$ cat src/hiel_pkg.sv
// Purpose: Shared constants for the host event flag and interrupt enable logic
// Assumes: 100 MHz clock, word-addressed register map with byte offsets
// Notes:   Offsets are byte addresses; all registers are 32 bits wide
`default_nettype none
package hiel_pkg;

  // Register bus shape
  localparam int unsigned ADDR_W          = 16;
  localparam int unsigned DATA_W          = 32;

  // Register offsets
  localparam logic [15:0] STATUS_OFS      = 16'h0310;
  localparam logic [15:0] ENABLE_OFS      = 16'h0314;

  // Event bit positions, shared by status and enable registers
  localparam int unsigned BIT_RSVD_LO     = 0;
  localparam int unsigned BIT_FRAME_START = 1;
  localparam int unsigned BIT_RSVD_HI     = 2;
  localparam int unsigned BIT_DMA_FINISH  = 3;
  localparam int unsigned BIT_SUSPEND     = 5;
  localparam int unsigned BIT_CLK_STABLE  = 6;
  localparam int unsigned BIT_PERIODIC    = 7;
  localparam int unsigned BIT_ASYNC_LIST  = 8;
  localparam int unsigned BIT_ISO         = 9;

  // Field masks and reset values
  localparam logic [31:0] EVENT_MASK      = 32'h0000_03ea;
  localparam logic [31:0] RSVD_MASK       = 32'h0000_0005;
  localparam logic [31:0] ENABLE_RESET    = 32'h0000_0000;
  localparam logic [31:0] READ_ZERO       = 32'h0000_0000;

  // Timing: reserved status bits rise this long after reset release
  localparam int unsigned CLK_PERIOD_NS   = 10;
  localparam int unsigned RSVD_SETTLE_NS  = 1000;
  localparam int unsigned RSVD_SETTLE_CYC =
    (RSVD_SETTLE_NS + CLK_PERIOD_NS - 1) / CLK_PERIOD_NS;
  localparam int unsigned SETTLE_CNT_W    = 12;

  // Reserved-bit settle sequencer
  typedef enum logic [1:0] {
    HIEL_SETTLING = 2'b01,
    HIEL_READY    = 2'b10
  } hiel_rsvd_state_type;

endpackage : hiel_pkg
`default_nettype wire

$ cat src/hiel_top.sv
// Purpose: Event flags and per-event enables driving one interrupt line
// Assumes: Event inputs synchronous to clk; descriptor masks applied upstream
// Notes:   Status flags clear by writing one; a new event beats the clear
//
// Function
// - Frame start event sets status bit 1; reads zero otherwise.
// - Reserved status bits 0 and 2 read zero after reset, later one.
// - Enable register at 0x314, 32 bits read/write, reset clears all.
// - Enable bit 9 lets isochronous completions raise the interrupt line.
// - Enable bit 8 lets async-list completions raise the interrupt line.
// - Enable bit 7 lets periodic-poll completions raise the interrupt line.
// - Enable bit 6 lets clocks-stable raise the interrupt line.
// - Enable bit 5 lets suspend entry raise the interrupt line.
// - Enable bit 3 lets DMA completion raise the interrupt line.
// - Enable bit 1 lets every frame start raise the interrupt line.
// - Descriptor completions set status bits 9, 8 and 7.
// - Clocks stable sets bit 6, suspend bit 5, DMA finish bit 3.
`timescale 1ns/10ps
`default_nettype none

module hiel_top
  import hiel_pkg::*;
#(
  parameter int unsigned SETTLE_CYCLES = RSVD_SETTLE_CYC
) (
  input  wire logic                         clk,
  input  wire logic                         rst,
  input  wire logic [hiel_pkg::ADDR_W-1:0]  addr,
  input  wire logic [hiel_pkg::DATA_W-1:0]  wr_data,
  input  wire logic                         wr_en,
  input  wire logic                         rd_en,
  output logic      [hiel_pkg::DATA_W-1:0]  rd_data,
  input  wire logic                         iso_done,
  input  wire logic                         async_list_done,
  input  wire logic                         periodic_done,
  input  wire logic                         clocks_stable,
  input  wire logic                         suspend_active,
  input  wire logic                         dma_finish,
  input  wire logic                         frame_start,
  output logic                              irq
);

  import hiel_pkg::*;

  logic [DATA_W-1:0]       enable_reg;
  logic [DATA_W-1:0]       status_vec;
  logic [DATA_W-1:0]       event_vec;
  logic [DATA_W-1:0]       clear_vec;
  logic [DATA_W-1:0]       rd_data_reg;
  logic [DATA_W-1:0]       rd_data_next;
  logic                    irq_reg;
  logic                    irq_next;
  logic                    clk_stable_prev_reg;
  logic                    suspend_prev_reg;
  logic [SETTLE_CNT_W-1:0] settle_cnt_reg;
  logic                    sel_status;
  logic                    sel_enable;
  hiel_rsvd_state_type     rsvd_state_reg;

  localparam logic [SETTLE_CNT_W-1:0] SETTLE_LAST =
    SETTLE_CNT_W'(SETTLE_CYCLES - 1);
  localparam logic [SETTLE_CNT_W-1:0] CNT_ONE  = SETTLE_CNT_W'(1);
  localparam logic [SETTLE_CNT_W-1:0] CNT_ZERO = SETTLE_CNT_W'(0);

  assign sel_status = (addr == STATUS_OFS);
  assign sel_enable = (addr == ENABLE_OFS);

  // Detectors reset low, so a level high at release counts as an edge
  // level inputs become edge events
  always_ff @(posedge clk) begin
    if (rst) begin
      clk_stable_prev_reg <= 1'b0;
      suspend_prev_reg    <= 1'b0;
    end else begin
      clk_stable_prev_reg <= clocks_stable;
      suspend_prev_reg    <= suspend_active;
    end
  end

  always_comb begin
    event_vec                  = READ_ZERO;
    event_vec[BIT_ISO]         = iso_done;
    event_vec[BIT_ASYNC_LIST]  = async_list_done;
    event_vec[BIT_PERIODIC]    = periodic_done;
    event_vec[BIT_CLK_STABLE]  = clocks_stable & ~clk_stable_prev_reg;
    event_vec[BIT_SUSPEND]     = suspend_active & ~suspend_prev_reg;
    event_vec[BIT_DMA_FINISH]  = dma_finish;
    event_vec[BIT_FRAME_START] = frame_start;
  end

  assign clear_vec = (wr_en && sel_status) ? wr_data : READ_ZERO;

  // Sticky event flags; unused positions read zero
  generate
    for (genvar i = 0; i < DATA_W; i++) begin : g_flag
      if (EVENT_MASK[i]) begin : g_evt
        logic flag_reg;
        always_ff @(posedge clk) begin
          if (rst) begin
            flag_reg <= 1'b0;
          end else if (event_vec[i]) begin
            flag_reg <= 1'b1;
          end else if (clear_vec[i]) begin
            flag_reg <= 1'b0;
          end
        end
        assign status_vec[i] = flag_reg;
        flag_set_a: assert property (
          @(posedge clk) disable iff (rst)
          event_vec[i] |=> flag_reg)
          else $error("event flag not set after event");
        flag_clear_a: assert property (
          @(posedge clk) disable iff (rst)
          clear_vec[i] && !event_vec[i] |=> !flag_reg)
          else $error("event flag not cleared by write");
      end else if (RSVD_MASK[i]) begin : g_rsvd
        assign status_vec[i] = (rsvd_state_reg == HIEL_READY);
      end else begin : g_zero
        assign status_vec[i] = 1'b0;
      end
    end
  endgenerate

  always_ff @(posedge clk) begin
    if (rst) begin
      rsvd_state_reg <= HIEL_SETTLING;
      settle_cnt_reg <= CNT_ZERO;
    end else begin
      unique case (rsvd_state_reg)
        HIEL_SETTLING: begin
          if (settle_cnt_reg == SETTLE_LAST) begin
            rsvd_state_reg <= HIEL_READY;
          end else begin
            settle_cnt_reg <= settle_cnt_reg + CNT_ONE;
          end
        end
        HIEL_READY: begin
          rsvd_state_reg <= HIEL_READY;
        end
        default: begin
          rsvd_state_reg <= HIEL_SETTLING;
          settle_cnt_reg <= CNT_ZERO;
        end
      endcase
    end
  end

  // reserved bits kept as written; software writes zero
  always_ff @(posedge clk) begin
    if (rst) begin
      enable_reg <= ENABLE_RESET;
    end else if (wr_en && sel_enable) begin
      enable_reg <= wr_data;
    end
  end

  // gated line
  // Mask with event bits so stray reserved enables cannot fire the line
  assign irq_next = |(status_vec & enable_reg & EVENT_MASK);

  always_ff @(posedge clk) begin
    if (rst) begin
      irq_reg <= 1'b0;
    end else begin
      irq_reg <= irq_next;
    end
  end

  // Registered read keeps rd_data straight from a flop
  // Read mux; unmapped addresses answer zero
  always_comb begin
    rd_data_next = READ_ZERO;
    if (rd_en && sel_status) begin
      rd_data_next = status_vec;
    end else if (rd_en && sel_enable) begin
      rd_data_next = enable_reg;
    end
  end

  // Data stands one cycle only, zero otherwise
  always_ff @(posedge clk) begin
    if (rst) begin
      rd_data_reg <= READ_ZERO;
    end else begin
      rd_data_reg <= rd_data_next;
    end
  end

  assign rd_data = rd_data_reg;
  assign irq     = irq_reg;

  // Checks

  frame_flag_set_a: assert property (
    @(posedge clk) disable iff (rst)
    frame_start |=> status_vec[BIT_FRAME_START])
    else $error("frame start flag not set after event");

  rsvd_low_early_a: assert property (
    @(posedge clk)
    $past(rst) && !rst |-> (status_vec & RSVD_MASK) == READ_ZERO)
    else $error("reserved status bits not zero after reset");

  rsvd_rise_a: assert property (
    @(posedge clk) disable iff (rst)
    $rose(rsvd_state_reg == HIEL_READY) |->
      (status_vec & RSVD_MASK) == RSVD_MASK &&
      $past(settle_cnt_reg) == SETTLE_LAST)
    else $error("reserved status bits rose at wrong time");

  rsvd_stay_a: assert property (
    @(posedge clk) disable iff (rst)
    rsvd_state_reg == HIEL_READY |=> (status_vec & RSVD_MASK) == RSVD_MASK)
    else $error("reserved status bits fell after settling");

  enable_write_a: assert property (
    @(posedge clk) disable iff (rst)
    wr_en && sel_enable |=> enable_reg == $past(wr_data))
    else $error("enable register did not take written value");

  enable_reset_a: assert property (
    @(posedge clk)
    rst |=> enable_reg == ENABLE_RESET && !irq && rd_data == READ_ZERO)
    else $error("enable register not cleared by reset");

  iso_irq_a: assert property (
    @(posedge clk) disable iff (rst)
    iso_done && enable_reg[BIT_ISO] && !(wr_en && sel_enable)
      |-> ##2 irq)
    else $error("isochronous completion did not raise line");

  async_irq_a: assert property (
    @(posedge clk) disable iff (rst)
    async_list_done && enable_reg[BIT_ASYNC_LIST] &&
      !(wr_en && sel_enable) |-> ##2 irq)
    else $error("async list completion did not raise line");

  dma_irq_a: assert property (
    @(posedge clk) disable iff (rst)
    dma_finish && enable_reg[BIT_DMA_FINISH] &&
      !(wr_en && sel_enable) |-> ##2 irq)
    else $error("DMA completion did not raise line");

  periodic_irq_a: assert property (
    @(posedge clk) disable iff (rst)
    periodic_done && enable_reg[BIT_PERIODIC] &&
      !(wr_en && sel_enable) |-> ##2 irq)
    else $error("periodic completion did not raise line");

  clk_stable_irq_a: assert property (
    @(posedge clk) disable iff (rst)
    $rose(clocks_stable) && enable_reg[BIT_CLK_STABLE] &&
      !(wr_en && sel_enable) |-> ##2 irq)
    else $error("clocks stable did not raise line");

  suspend_irq_a: assert property (
    @(posedge clk) disable iff (rst)
    $rose(suspend_active) && enable_reg[BIT_SUSPEND] &&
      !(wr_en && sel_enable) |-> ##2 irq)
    else $error("suspend entry did not raise line");

  frame_irq_a: assert property (
    @(posedge clk) disable iff (rst)
    frame_start && enable_reg[BIT_FRAME_START] &&
      !(wr_en && sel_enable) |-> ##2 irq)
    else $error("frame start did not raise line");

  periodic_flag_a: assert property (
    @(posedge clk) disable iff (rst)
    periodic_done |=> status_vec[BIT_PERIODIC])
    else $error("periodic flag not set after completion");

  clk_stable_flag_a: assert property (
    @(posedge clk) disable iff (rst)
    $rose(clocks_stable) |=> status_vec[BIT_CLK_STABLE])
    else $error("clocks stable flag not set");

  iso_flag_a: assert property (
    @(posedge clk) disable iff (rst)
    iso_done |=> status_vec[BIT_ISO])
    else $error("isochronous flag not set after completion");

  async_flag_a: assert property (
    @(posedge clk) disable iff (rst)
    async_list_done |=> status_vec[BIT_ASYNC_LIST])
    else $error("async list flag not set after completion");

  suspend_flag_a: assert property (
    @(posedge clk) disable iff (rst)
    $rose(suspend_active) |=> status_vec[BIT_SUSPEND])
    else $error("suspend flag not set");

  dma_flag_a: assert property (
    @(posedge clk) disable iff (rst)
    dma_finish |=> status_vec[BIT_DMA_FINISH])
    else $error("DMA finish flag not set");

  line_quiet_a: assert property (
    @(posedge clk) disable iff (rst)
    (status_vec & enable_reg & EVENT_MASK) == READ_ZERO |=> !irq)
    else $error("line active with no enabled flag");

  line_on_a: assert property (
    @(posedge clk) disable iff (rst)
    (status_vec & enable_reg & EVENT_MASK) != READ_ZERO |=> irq)
    else $error("line quiet with an enabled flag set");

  rd_data_idle_a: assert property (
    @(posedge clk) disable iff (rst)
    !rd_en |=> rd_data == READ_ZERO)
    else $error("read data stood without a read");

  suspend_off_a: assert property (
    @(posedge clk) disable iff (rst)
    status_vec[BIT_SUSPEND] && !enable_reg[BIT_SUSPEND] &&
      (status_vec & enable_reg & EVENT_MASK) == READ_ZERO |=> !irq)
    else $error("disabled suspend flag raised line");

endmodule : hiel_top
`default_nettype wire

$ cat config.mk
export PLATFORM = sky130hd
export DESIGN_NAME = hiel_top
export DESIGN_NICKNAME = d
export VERILOG_FILES = /design/src/hiel_pkg.sv /design/src/hiel_top.sv
export SDC_FILE = /design/constraint.sdc
export NUM_CORES = 1
export LEC_CHECK = 0
export ABC_AREA = 1
export CAP_MARGIN = 20
export CORE_MARGIN = 2
export CORE_UTILIZATION = 38
export CTS_BUF_LIST = sky130_fd_sc_hd__clkbuf_8
export CTS_CLUSTER_DIAMETER = 100
export CTS_CLUSTER_SIZE = 8
export DETAILED_ROUTE_END_ITERATION = 8
export DONT_BUFFER_PORTS = 1
export SETUP_SLACK_MARGIN = 0.4
export SYNTH_ARGS = -nofsm -noshare
export SYNTH_HDL_FRONTEND = slang
export SYNTH_SLANG_ARGS = --single-unit
$ cat constraint.sdc
create_clock -name clk -period 1.81 [get_ports clk]
set_input_delay 0 -clock clk [delete_from_list [all_inputs] [get_ports clk]]
set_output_delay 0 -clock clk [all_outputs]
set_load 0.1 [all_outputs]
==> flow_metrics.py, run 1 <==
metrics = {
    "layout": {
        "stdcell_area_um2": 5110,
        "layout_commonest_cell": "nand2_1",
        "fin_util_pct": 52.1,
        "stdcell_count": 715,
        "area_growth_pct": 32.4,
        "layout_common_cells": "nand2_1 (126), dfxtp_1 (82), dlygate4sd3_1 (59)",
        "drive_above_1_share_pct": 19.9,
        "fin_nets": 639,
        "antenna_cells": 0,
    },
    "setup_path": {
        "start_kind": "register",
        "cpLargestDelayFamily": "simple AND/OR/NAND/NOR gates",
        "cp_num_buf_inv": 0,
        "crit_top_cell": "nand2_2",
        "worstPathCellList": "ha_4, nand2_2, nor2_2, nand3_2, nand2_4, nand2_2, nand2_1, a21oi_1",
        "required_ps": 2010,
        "path_max_fanout": 5,
        "crit_type": "reg2reg",
        "cp.arrival_ps": 1580,
        "crit_path_max_incr_delay_ps": 370,
        "setup.worst_path.start": "settle_cnt_reg[0]",
        "critPathCaptureType": "register",
        "reg2reg_from": "settle_cnt_reg[0]",
        "cp_slowest_cell": "dfxtp_4",
    },
    "clock_tree": {
        "cts_buffers": 9,
        "htreeDepth": 3,
        "clk_latency_ps": 360,
        "cts_root_buf": "clkbuf_8",
        "clock_sinks": 88,
        "cts_buffer_depth": 2,
        "cts_tree": "built",
        "cts.clk_slew.worst_paths_ps": 90,
    },
    "sta": {
        "clock_skew_ps": 15.2,
        "worstMarginPinSlew_ps": 895,
        "setup_viol": 0,
        "finalMaxSlewViolations": 0,
        "finalCritPeriodShare_pct": 75.9,
        "rsz0062_at_grt": "true",
        "fin_setup_tns_ps": 0,
        "finalHoldViolations": 0,
        "fmax_mhz": 728,
        "timing.slew.headroom_pct": 40.2,
        "period_needed_ps": 1370,
    },
    "flow_run": {
        "drv_cap": 0,
    },
    "drt": {
        "viasPerCell": 5.01,
        "drtPass1Iterations": 5,
        "vias": 3584,
        "antenna_left": 0,
        "drt-total-wl_um": 10300,
        "wire_per_inst_um": 14.4,
        "drc_errors": 0,
        "drt-initial-drc-count": 213,
    },
    "synthesis": {
        "synth_compound_area_share_pct": 7.29,
        "synth-main-ff-cell": "dfxtp_1",
        "muxShareOfSynthArea_pct": 0,
        "synth-async-reset-ratio_pct": 0,
        "netlist_instances": 486,
        "synth_top_family_by_area": "simple AND/OR/NAND/NOR gates",
        "ys_seq_area_share_pct": 45.6,
        "synth_seq_cells": 88,
        "synth_largest_area_cell": "dfxtp_1",
        "synthSimpleGateAreaFrac_pct": 37.2,
        "synth-edff-count": 0,
        "synth_area_um2": 3860,
        "synth_cell_types": 29,
        "syn_nets": 548,
        "synth_warnings": 0,
        "synth-adder-area-share_pct": 0.972,
        "synth_top_area_share_pct": 45.6,
        "synth_xor_area_share_pct": 0.227,
        "synth.avg_cell_area_um2": 7.94,
        "synth_area_leaders": "dfxtp_1 (46%), nand2_1 (12%), nand4_1 (6.8%)",
    },
    "placement": {
        "gp_congestion": 0.874,
        "dp_cells": 632,
        "dp_hpwl_um": 6200,
        "port_buffers": 0,
        "dpl_cell_area_um2": 4150,
    },
    "die": {
        "die-area_um2": 11000,
        "die_width_um": 105,
        "start_util_pct": 39.3,
        "ios": 92,
        "die_h_um": 105,
        "core_um2": 9820,
        "rows": 36,
    },
    "global_route": {
        "grt_use_met2_pct": 30.6,
        "overflow": 0,
        "grt_pass1_wl_um": 16600,
        "grt_max_degree": 34,
        "gr-usage-met3_pct": 3.18,
        "use_met1_pct": 23.5,
        "track_usage_pct": 18.5,
        "antenna_found_initial": 0,
        "grt_pass1_vias": 3576,
        "top_usage_layer": "met2",
    },
    "power_and_ir_drop": {
        "intPower_w": 0.00284,
        "pwr_density_cell_nw_per_um2": 808,
        "p_sw_share_pct": 31.2,
        "comb_power_share_pct": 16.6,
        "peakVddDrop_mv": 0.537,
        "p_switching_w": 0.00129,
        "seqPwrFrac_pct": 50.2,
        "power.leakage_nw": 2.03,
        "clockPowerShare_pct": 33.2,
    },
    "outcome": {
        "outcome": "finished clean",
    },
    "worst_hold_path": {
        "min-delay-start": "addr[15]",
        "hold_class": "in2reg",
    },
}
## metal layers
| layer | vias up | routed length [µm] |
|---|---|---|
| met5 | - | 0 |
| met4 | 0 | 201 |
| met1 | 1684 | 4670 |
| met2 | 107 | 4980 |
| met3 | 15 | 441 |
| li1 | 1778 | - |
## metrics by stage
stage | setup WS, ps | hold slack [ps] | total power [W]
after detailed placement | 376 | 78.0 | 0.00259
after global placement | 433 | 76.4 | 0.00258
after CTS | 400 | -103 | 0.00401
final | 436 | 1.97 | 0.00413
after global routing | 321 | 17.6 | 0.00437
after floorplan | 539 | 117 | 0.00253
## Yosys cell counts (2+ instances only)
master    count
ha_1          3
nand3_1      10
nor2_1       48
nand2_2       3
buf_1         2
nor2_2        6
o21ai_0       3
a22o_1        3
a21oi_1      47
clkbuf_1      6
buf_6         8
nor2_4        4
dfxtp_1      88
nand3_2       3
buf_4         3
buf_2         6
nor3b_1       3
nor3b_2      20
nand4_1      42
nand2_1     127
inv_1        43
## tightest hold or removal path, delay by kind of cell
kind            cells  cell delay, ps
simple gates        4             240
compound gates      1              70
## repair_timing
action,4_1_cts,5_1_grt
gates resized for setup,3,26
hold endpoints to repair,65,18
gates cloned,0,1
setup buffers,0,6
pin swaps,0,7
endpoints found under the setup margin,11,45
hold buffers,57,3
## final timing paths
path | cells past startpoint | slack, ps | to
setup / recovery | 8 | 440 | settle_cnt_reg[2]
hold / removal | 5 | 2 | rd_data[0]
setup reg to reg | 8 | 440 | settle_cnt_reg[2]
hold reg to reg | 2 | 460 | enable_reg[22]
## layout make-up
cell class / instances / area [µm²]
clock buffer: 9 / 124
inverter: 43 / 164
clock inverter: 7 / 75.1
tap: 133 / 166
timing repair buffer: 104 / 965
fill: 912 / 4710
multi-input combinational: 331 / 1840
sequential: 88 / 1780
## kinds of logic after synthesis
logic type / count (synthesis)
AO/OA/AOI/OAI: 54
buffers and inverters: 68
adder cells (fa/ha/maj): 3
XOR/XNOR: 1
flip-flops: 88
AND/OR/NAND/NOR: 272
## power groups by stage
stage | clock [W] | combinational (W) | sequential (W)
6_report | 0.00137 | 0.000687 | 0.00208
5_1_grt | 0.00149 | 0.000788 | 0.00209
4_1_cts | 0.00140 | 0.000570 | 0.00205
3_5_place_dp | 0 | 0.000504 | 0.00209
3_3_place_gp | 0 | 0.000491 | 0.00209
2_1_floorplan | 0 | 0.000455 | 0.00208
No activity file was read; power rests on OpenSTA's default activity.
==> run 2: changes to the inputs <==
clock period = 1.2 ns   (was 1.81 ns; I/O delays follow)
==> flow_metrics.py, run 2 (synthesized netlist as in run 1, its figures left out) <==
metrics = {
    "global_route": {
        "overflow": 0,
        "track_usage_pct": 17.1,
        "grt_max_degree": 58,
        "antenna_found_initial": 0,
        "grt_pass1_wl_um": 15300,
        "grt_pass1_vias": 3140,
    },
    "outcome": {
        "violations": "negative hold slack, negative setup slack",
        "outcome": "finished with violations",
    },
    "drt": {
        "drtPass1Iterations": 5,
        "wire_per_inst_um": 14.9,
        "drt-initial-drc-count": 146,
        "drc_errors": 0,
        "vias": 3325,
        "drt-total-wl_um": 9640,
        "viasPerCell": 5.15,
        "antenna_left": 0,
    },
    "setup_path": {
        "ff2ff_path_depth": 7,
        "crit_type": "reg2reg",
        "critPathCaptureType": "register",
        "required_ps": 1480,
        "cp.arrival_ps": 1550,
        "path_max_fanout": 7,
        "rrSetupSlack_ps": -70,
        "start_kind": "register",
    },
    "clock_tree": {
        "cts_tree": "built",
        "cts_root_buf": "clkbuf_8",
        "cts_buffer_depth": 2,
        "clk_latency_ps": 340,
        "cts.clk_slew.worst_paths_ps": 90,
        "clock_sinks": 88,
        "cts_buffers": 9,
        "htreeDepth": 3,
    },
    "sta": {
        "worstMarginPinSlew_ps": 303,
        "finalHoldViolations": 57,
        "fin_hold_ws_ps": -285,
        "timing.final.ws_setup_ps": -72.4,
        "fin_setup_tns_ps": -670,
        "finalMaxSlewViolations": 0,
        "setup_viol": 13,
        "period_needed_ps": 1270,
        "clock_skew_ps": 6.76,
        "finalCritPeriodShare_pct": 106,
        "rsz0062_at_grt": "true",
        "fmax_mhz": 786,
        "timing.slew.headroom_pct": 79.9,
    },
    "power_and_ir_drop": {
        "power.leakage_nw": 1.67,
        "intPower_w": 0.00426,
        "seqPwrFrac_pct": 49.8,
        "p_switching_w": 0.00187,
        "peakVddDrop_mv": 0.737,
        "p_sw_share_pct": 30.5,
        "pwr_density_cell_nw_per_um2": 1290,
        "p_total_w": 0.00613,
        "clockPowerShare_pct": 29.5,
        "comb_power_share_pct": 20.8,
    },
    "die": {
        "die_h_um": 105,
        "rows": 36,
        "ios": 92,
        "die_width_um": 105,
        "start_util_pct": 39.3,
        "core_um2": 9820,
        "die-area_um2": 11000,
    },
    "layout": {
        "antenna_cells": 0,
        "stdcell_count": 646,
        "layout_commonest_cell": "nand2_1",
        "layout_common_cells": "nand2_1 (114), dfxtp_1 (48), inv_1 (42), nand4_1 (42), a21oi_1 (40)",
        "drive_above_1_share_pct": 33.3,
        "area_growth_pct": 22.8,
        "fin_nets": 570,
    },
    "placement": {
        "gp_congestion": 0.824,
        "port_buffers": 0,
        "dp_hpwl_um": 6340,
        "dp_cells": 621,
    },
    "flow_run": {
        "drv_cap": 0,
    },
    "worst_hold_path": {
        "hold_class": "in2reg",
        "hold_depth": 1,
    },
}
[run 2: worst paths after layout]
check	end	startpoint
max	settle_cnt_reg[3]	settle_cnt_reg[1]
min	g_flag[8].g_evt.flag_reg	rst
max reg2reg	settle_cnt_reg[3]	settle_cnt_reg[1]
min reg2reg	g_flag[6].g_evt.flag_reg	clk_stable_prev_reg
[run 2: critical path, cell delays in order, from the launching register on]
cell     delay, ps
dfxtp_4        370
ha_4           150
nand2_4         50
nor2_4         140
nand4_4        150
nand2_4        150
nand2_1         80
a21oi_2        130
[run 2: area by class of cell]
class	instances	area, µm²
flip-flops and latches	88	1900
multi-input cells	332	2030
well taps	133	166
clock inverters	7	48.8
inverters	43	166
fillers	991	5080
repair buffers	34	308
clock buffers	9	124
[run 2: power by group through the flow]
stage | registers [W] | clock network [W] | logic [W]
final | 0.00305 | 0.00181 | 0.00127
after global routing | 0.00306 | 0.00198 | 0.00142
after CTS | 0.00303 | 0.00187 | 0.00118
after detailed placement | 0.00316 | 0 | 0.00103
after global placement | 0.00316 | 0 | 0.000995
after floorplan | 0.00316 | 0 | 0.000776
[run 2: stage by stage]
step	setup slack [ps]	area (µm²)	utilization, %
finish	-72.4	4740	48.3
global route	-165	4740	48.3
CTS	-59.8	4610	47.0
detailed placement	-107	4210	42.9
global placement	-101	4210	42.9
floorplan	3.57	4020	-
[run 2: repair_timing]
item | 4_1_cts | 5_1_grt
gates resized for setup | 55 | 37
setup buffers | 3 | 0
endpoints found under the hold margin | 65 | 63
pin swaps | 8 | 11
gates cloned | 1 | 1
endpoints found under the setup margin | 50 | 97
hold buffers | 3 | 1
[run 2: layer usage]
layer	up-vias	GRT usage [%]	share of wire, %
met3	8	4.49	6.7
li1	1640	-	-
met1	1557	21.6	44
met2	120	27.8	48
met4	0	6.95	1.5
met5	-	0	0
==> run 3: changes to the inputs <==
GPL_TIMING_DRIVEN = 0   (was not set)
RECOVER_POWER = 100   (was not set)
==> flow_metrics.py, run 3 (synthesized netlist as in run 1, its figures left out) <==
metrics = {
    "worst_hold_path": {
        "min-delay-start": "addr[2]",
        "whs_endpoint": "g_flag[5].g_evt.flag_reg",
        "hold_depth": 4,
        "hold_class": "in2reg",
    },
    "sta": {
        "timing.slew.headroom_pct": 61.4,
        "finalMaxSlewViolations": 0,
        "fmax_mhz": 746,
        "timing.final.ws_setup_ps": -141,
        "worstMarginPinSlew_ps": 579,
        "fin_setup_tns_ps": -1640,
        "fin_hold_ws_ps": -123,
        "finalHoldViolations": 9,
        "setup_viol": 14,
        "finalCritPeriodShare_pct": 112,
        "clock_skew_ps": 4.30,
        "period_needed_ps": 1340,
        "rsz0062_at_grt": "true",
    },
    "layout": {
        "fin_nets": 617,
        "seq_area_um2": 1830,
        "layout_commonest_cell": "nand2_1",
        "layout_common_cells": "nand2_1 (111), a21oi_1 (44), dfxtp_1 (43)",
        "multiInputGateArea_um2": 1970,
        "drive_above_1_share_pct": 30.2,
        "stdcell_count": 693,
        "fin_util_pct": 51.4,
        "antenna_cells": 0,
        "fill_cells": 968,
        "area_growth_pct": 30.7,
    },
    "global_route": {
        "overflow": 0,
        "track_usage_pct": 18.8,
        "grt_max_degree": 16,
        "grt_pass1_vias": 3475,
        "grt_pass1_wl_um": 16900,
        "antenna_found_initial": 0,
    },
    "power_and_ir_drop": {
        "peakVddDrop_mv": 1.18,
        "p_total_w": 0.00682,
        "pwr_density_cell_nw_per_um2": 1350,
        "power.leakage_nw": 1.86,
    },
    "drt": {
        "antenna_left": 0,
        "vias": 3525,
        "wl_met1_um": 4880,
        "viasPerCell": 5.09,
        "drtPass1Iterations": 5,
        "dr_wl_met2_um": 5280,
        "wire_per_inst_um": 15.7,
        "drt-total-wl_um": 10900,
        "wl_met3_um": 558,
        "drc_errors": 0,
        "drt-initial-drc-count": 166,
        "highest-signal-layer": "met4",
    },
    "die": {
        "core_um2": 9820,
        "ios": 92,
        "die_h_um": 105,
        "start_util_pct": 39.3,
        "rows": 36,
        "die_width_um": 105,
        "die-area_um2": 11000,
    },
    "clock_tree": {
        "cts.clk_slew.worst_paths_ps": 90,
        "clk_latency_ps": 350,
        "cts_buffer_depth": 2,
        "clock_sinks": 88,
        "htreeDepth": 3,
        "cts_hold_buf": 42,
        "cts_tree": "built",
        "cts_buffers": 9,
        "cts_root_buf": "clkbuf_8",
    },
    "flow_run": {
        "drv_cap": 0,
    },
    "placement": {
        "port_buffers": 0,
        "gp_congestion": 0.846,
        "dp_hpwl_um": 7020,
        "dp_cells": 619,
    },
    "setup_path": {
        "crit_type": "reg2reg",
        "cp.arrival_ps": 1630,
        "start_kind": "register",
        "path_max_fanout": 5,
        "rrSetupSlack_ps": -140,
        "required_ps": 1490,
        "critPathCaptureType": "register",
        "reg2reg_from": "settle_cnt_reg[1]",
        "ff2ff_path_depth": 9,
        "rr_endpoint": "settle_cnt_reg[11]",
    },
    "outcome": {
        "violations": "negative hold slack, negative setup slack",
        "outcome": "finished with violations",
    },
}
-- run 3: cell count changes in the layout (fill, tap and decap cells not counted), moves of 4 or more --
cell	delta
dfxtp_2	+35
buf_6	+4
clkbuf_2	+7
a21oi_1	+4
a21oi_2	-4
clkbuf_1	+4
nor3b_1	+4
buf_4	-9
nor3b_2	-5
dfxtp_4	-30
dlygate4sd3_1	+37
nor2_1	+4
dfxtp_1	-5
-- run 3: layer usage --
metal | GRT usage [%] | vias up
li1 | - | 1730
met1 | 24.6 | 1678
met2 | 31.7 | 101
met3 | 3.31 | 16
met4 | 5.33 | 0
met5 | 0 | -
-- run 3: area by class of cell --
class / instances / share of cell area (%)
plain buffers: 25 / 3.37
repair buffers: 57 / 10.7
inverters: 43 / 3.45
clock buffers: 9 / 2.46
clock inverters: 7 / 1.41
well taps: 133 / 3.30
multi-input cells: 331 / 39.0
flip-flops and latches: 88 / 36.3
-- run 3: power breakdown --
| part | internal [W] | switching (W) | leakage [nW] |
|---|---|---|---|
| Sequential | 0.00303 | 0.0000913 | 0.735 |
| Clock | 0.000967 | 0.00112 | 0.0974 |
| Combinational | 0.000703 | 0.000909 | 1.03 |
| Total | 0.00470 | 0.00212 | 1.86 |
-- run 3: repair_timing --
| item | 4_1_cts | 5_1_grt |
|---|---|---|
| pin swaps | 4 | 17 |
| hold endpoints to repair | 58 | 5 |
| gates resized for setup | 62 | 45 |
| setup buffers | 4 | 11 |
| setup endpoints to repair | 50 | 109 |
| gates cloned | 0 | 1 |
-- run 3: worst max-delay path by stage --
stage               slack (ps)         startpoint  cells after the start            endpoint
floorplan                    4  settle_cnt_reg[1]                      8   settle_cnt_reg[7]
global placement          -160  settle_cnt_reg[1]                      7   settle_cnt_reg[2]
detailed placement        -180  settle_cnt_reg[3]                      9  settle_cnt_reg[10]
CTS                       -110  settle_cnt_reg[1]                      9  settle_cnt_reg[11]
global route              -210  settle_cnt_reg[6]                      8   settle_cnt_reg[7]
finish                    -140  settle_cnt_reg[1]                      9  settle_cnt_reg[11]
-- run 3: metrics by stage --
step                area [µm²]  setup WS, ps
floorplan                 4020          3.57
global placement          4190          -162
detailed placement        4190          -183
CTS                       5010          -107
global route              5040          -215
finish                    5040          -141
-- run 3: critical path, stage by stage, from the launching register on --
cell and delay (ps):
dfxtp_4 380, ha_4 160, nand2_4 50, nor2_4 150
nand3_4 140, nand2_8 120, nand2_8 70, nand2_1 70
nand2_1 40, nor2_1 90
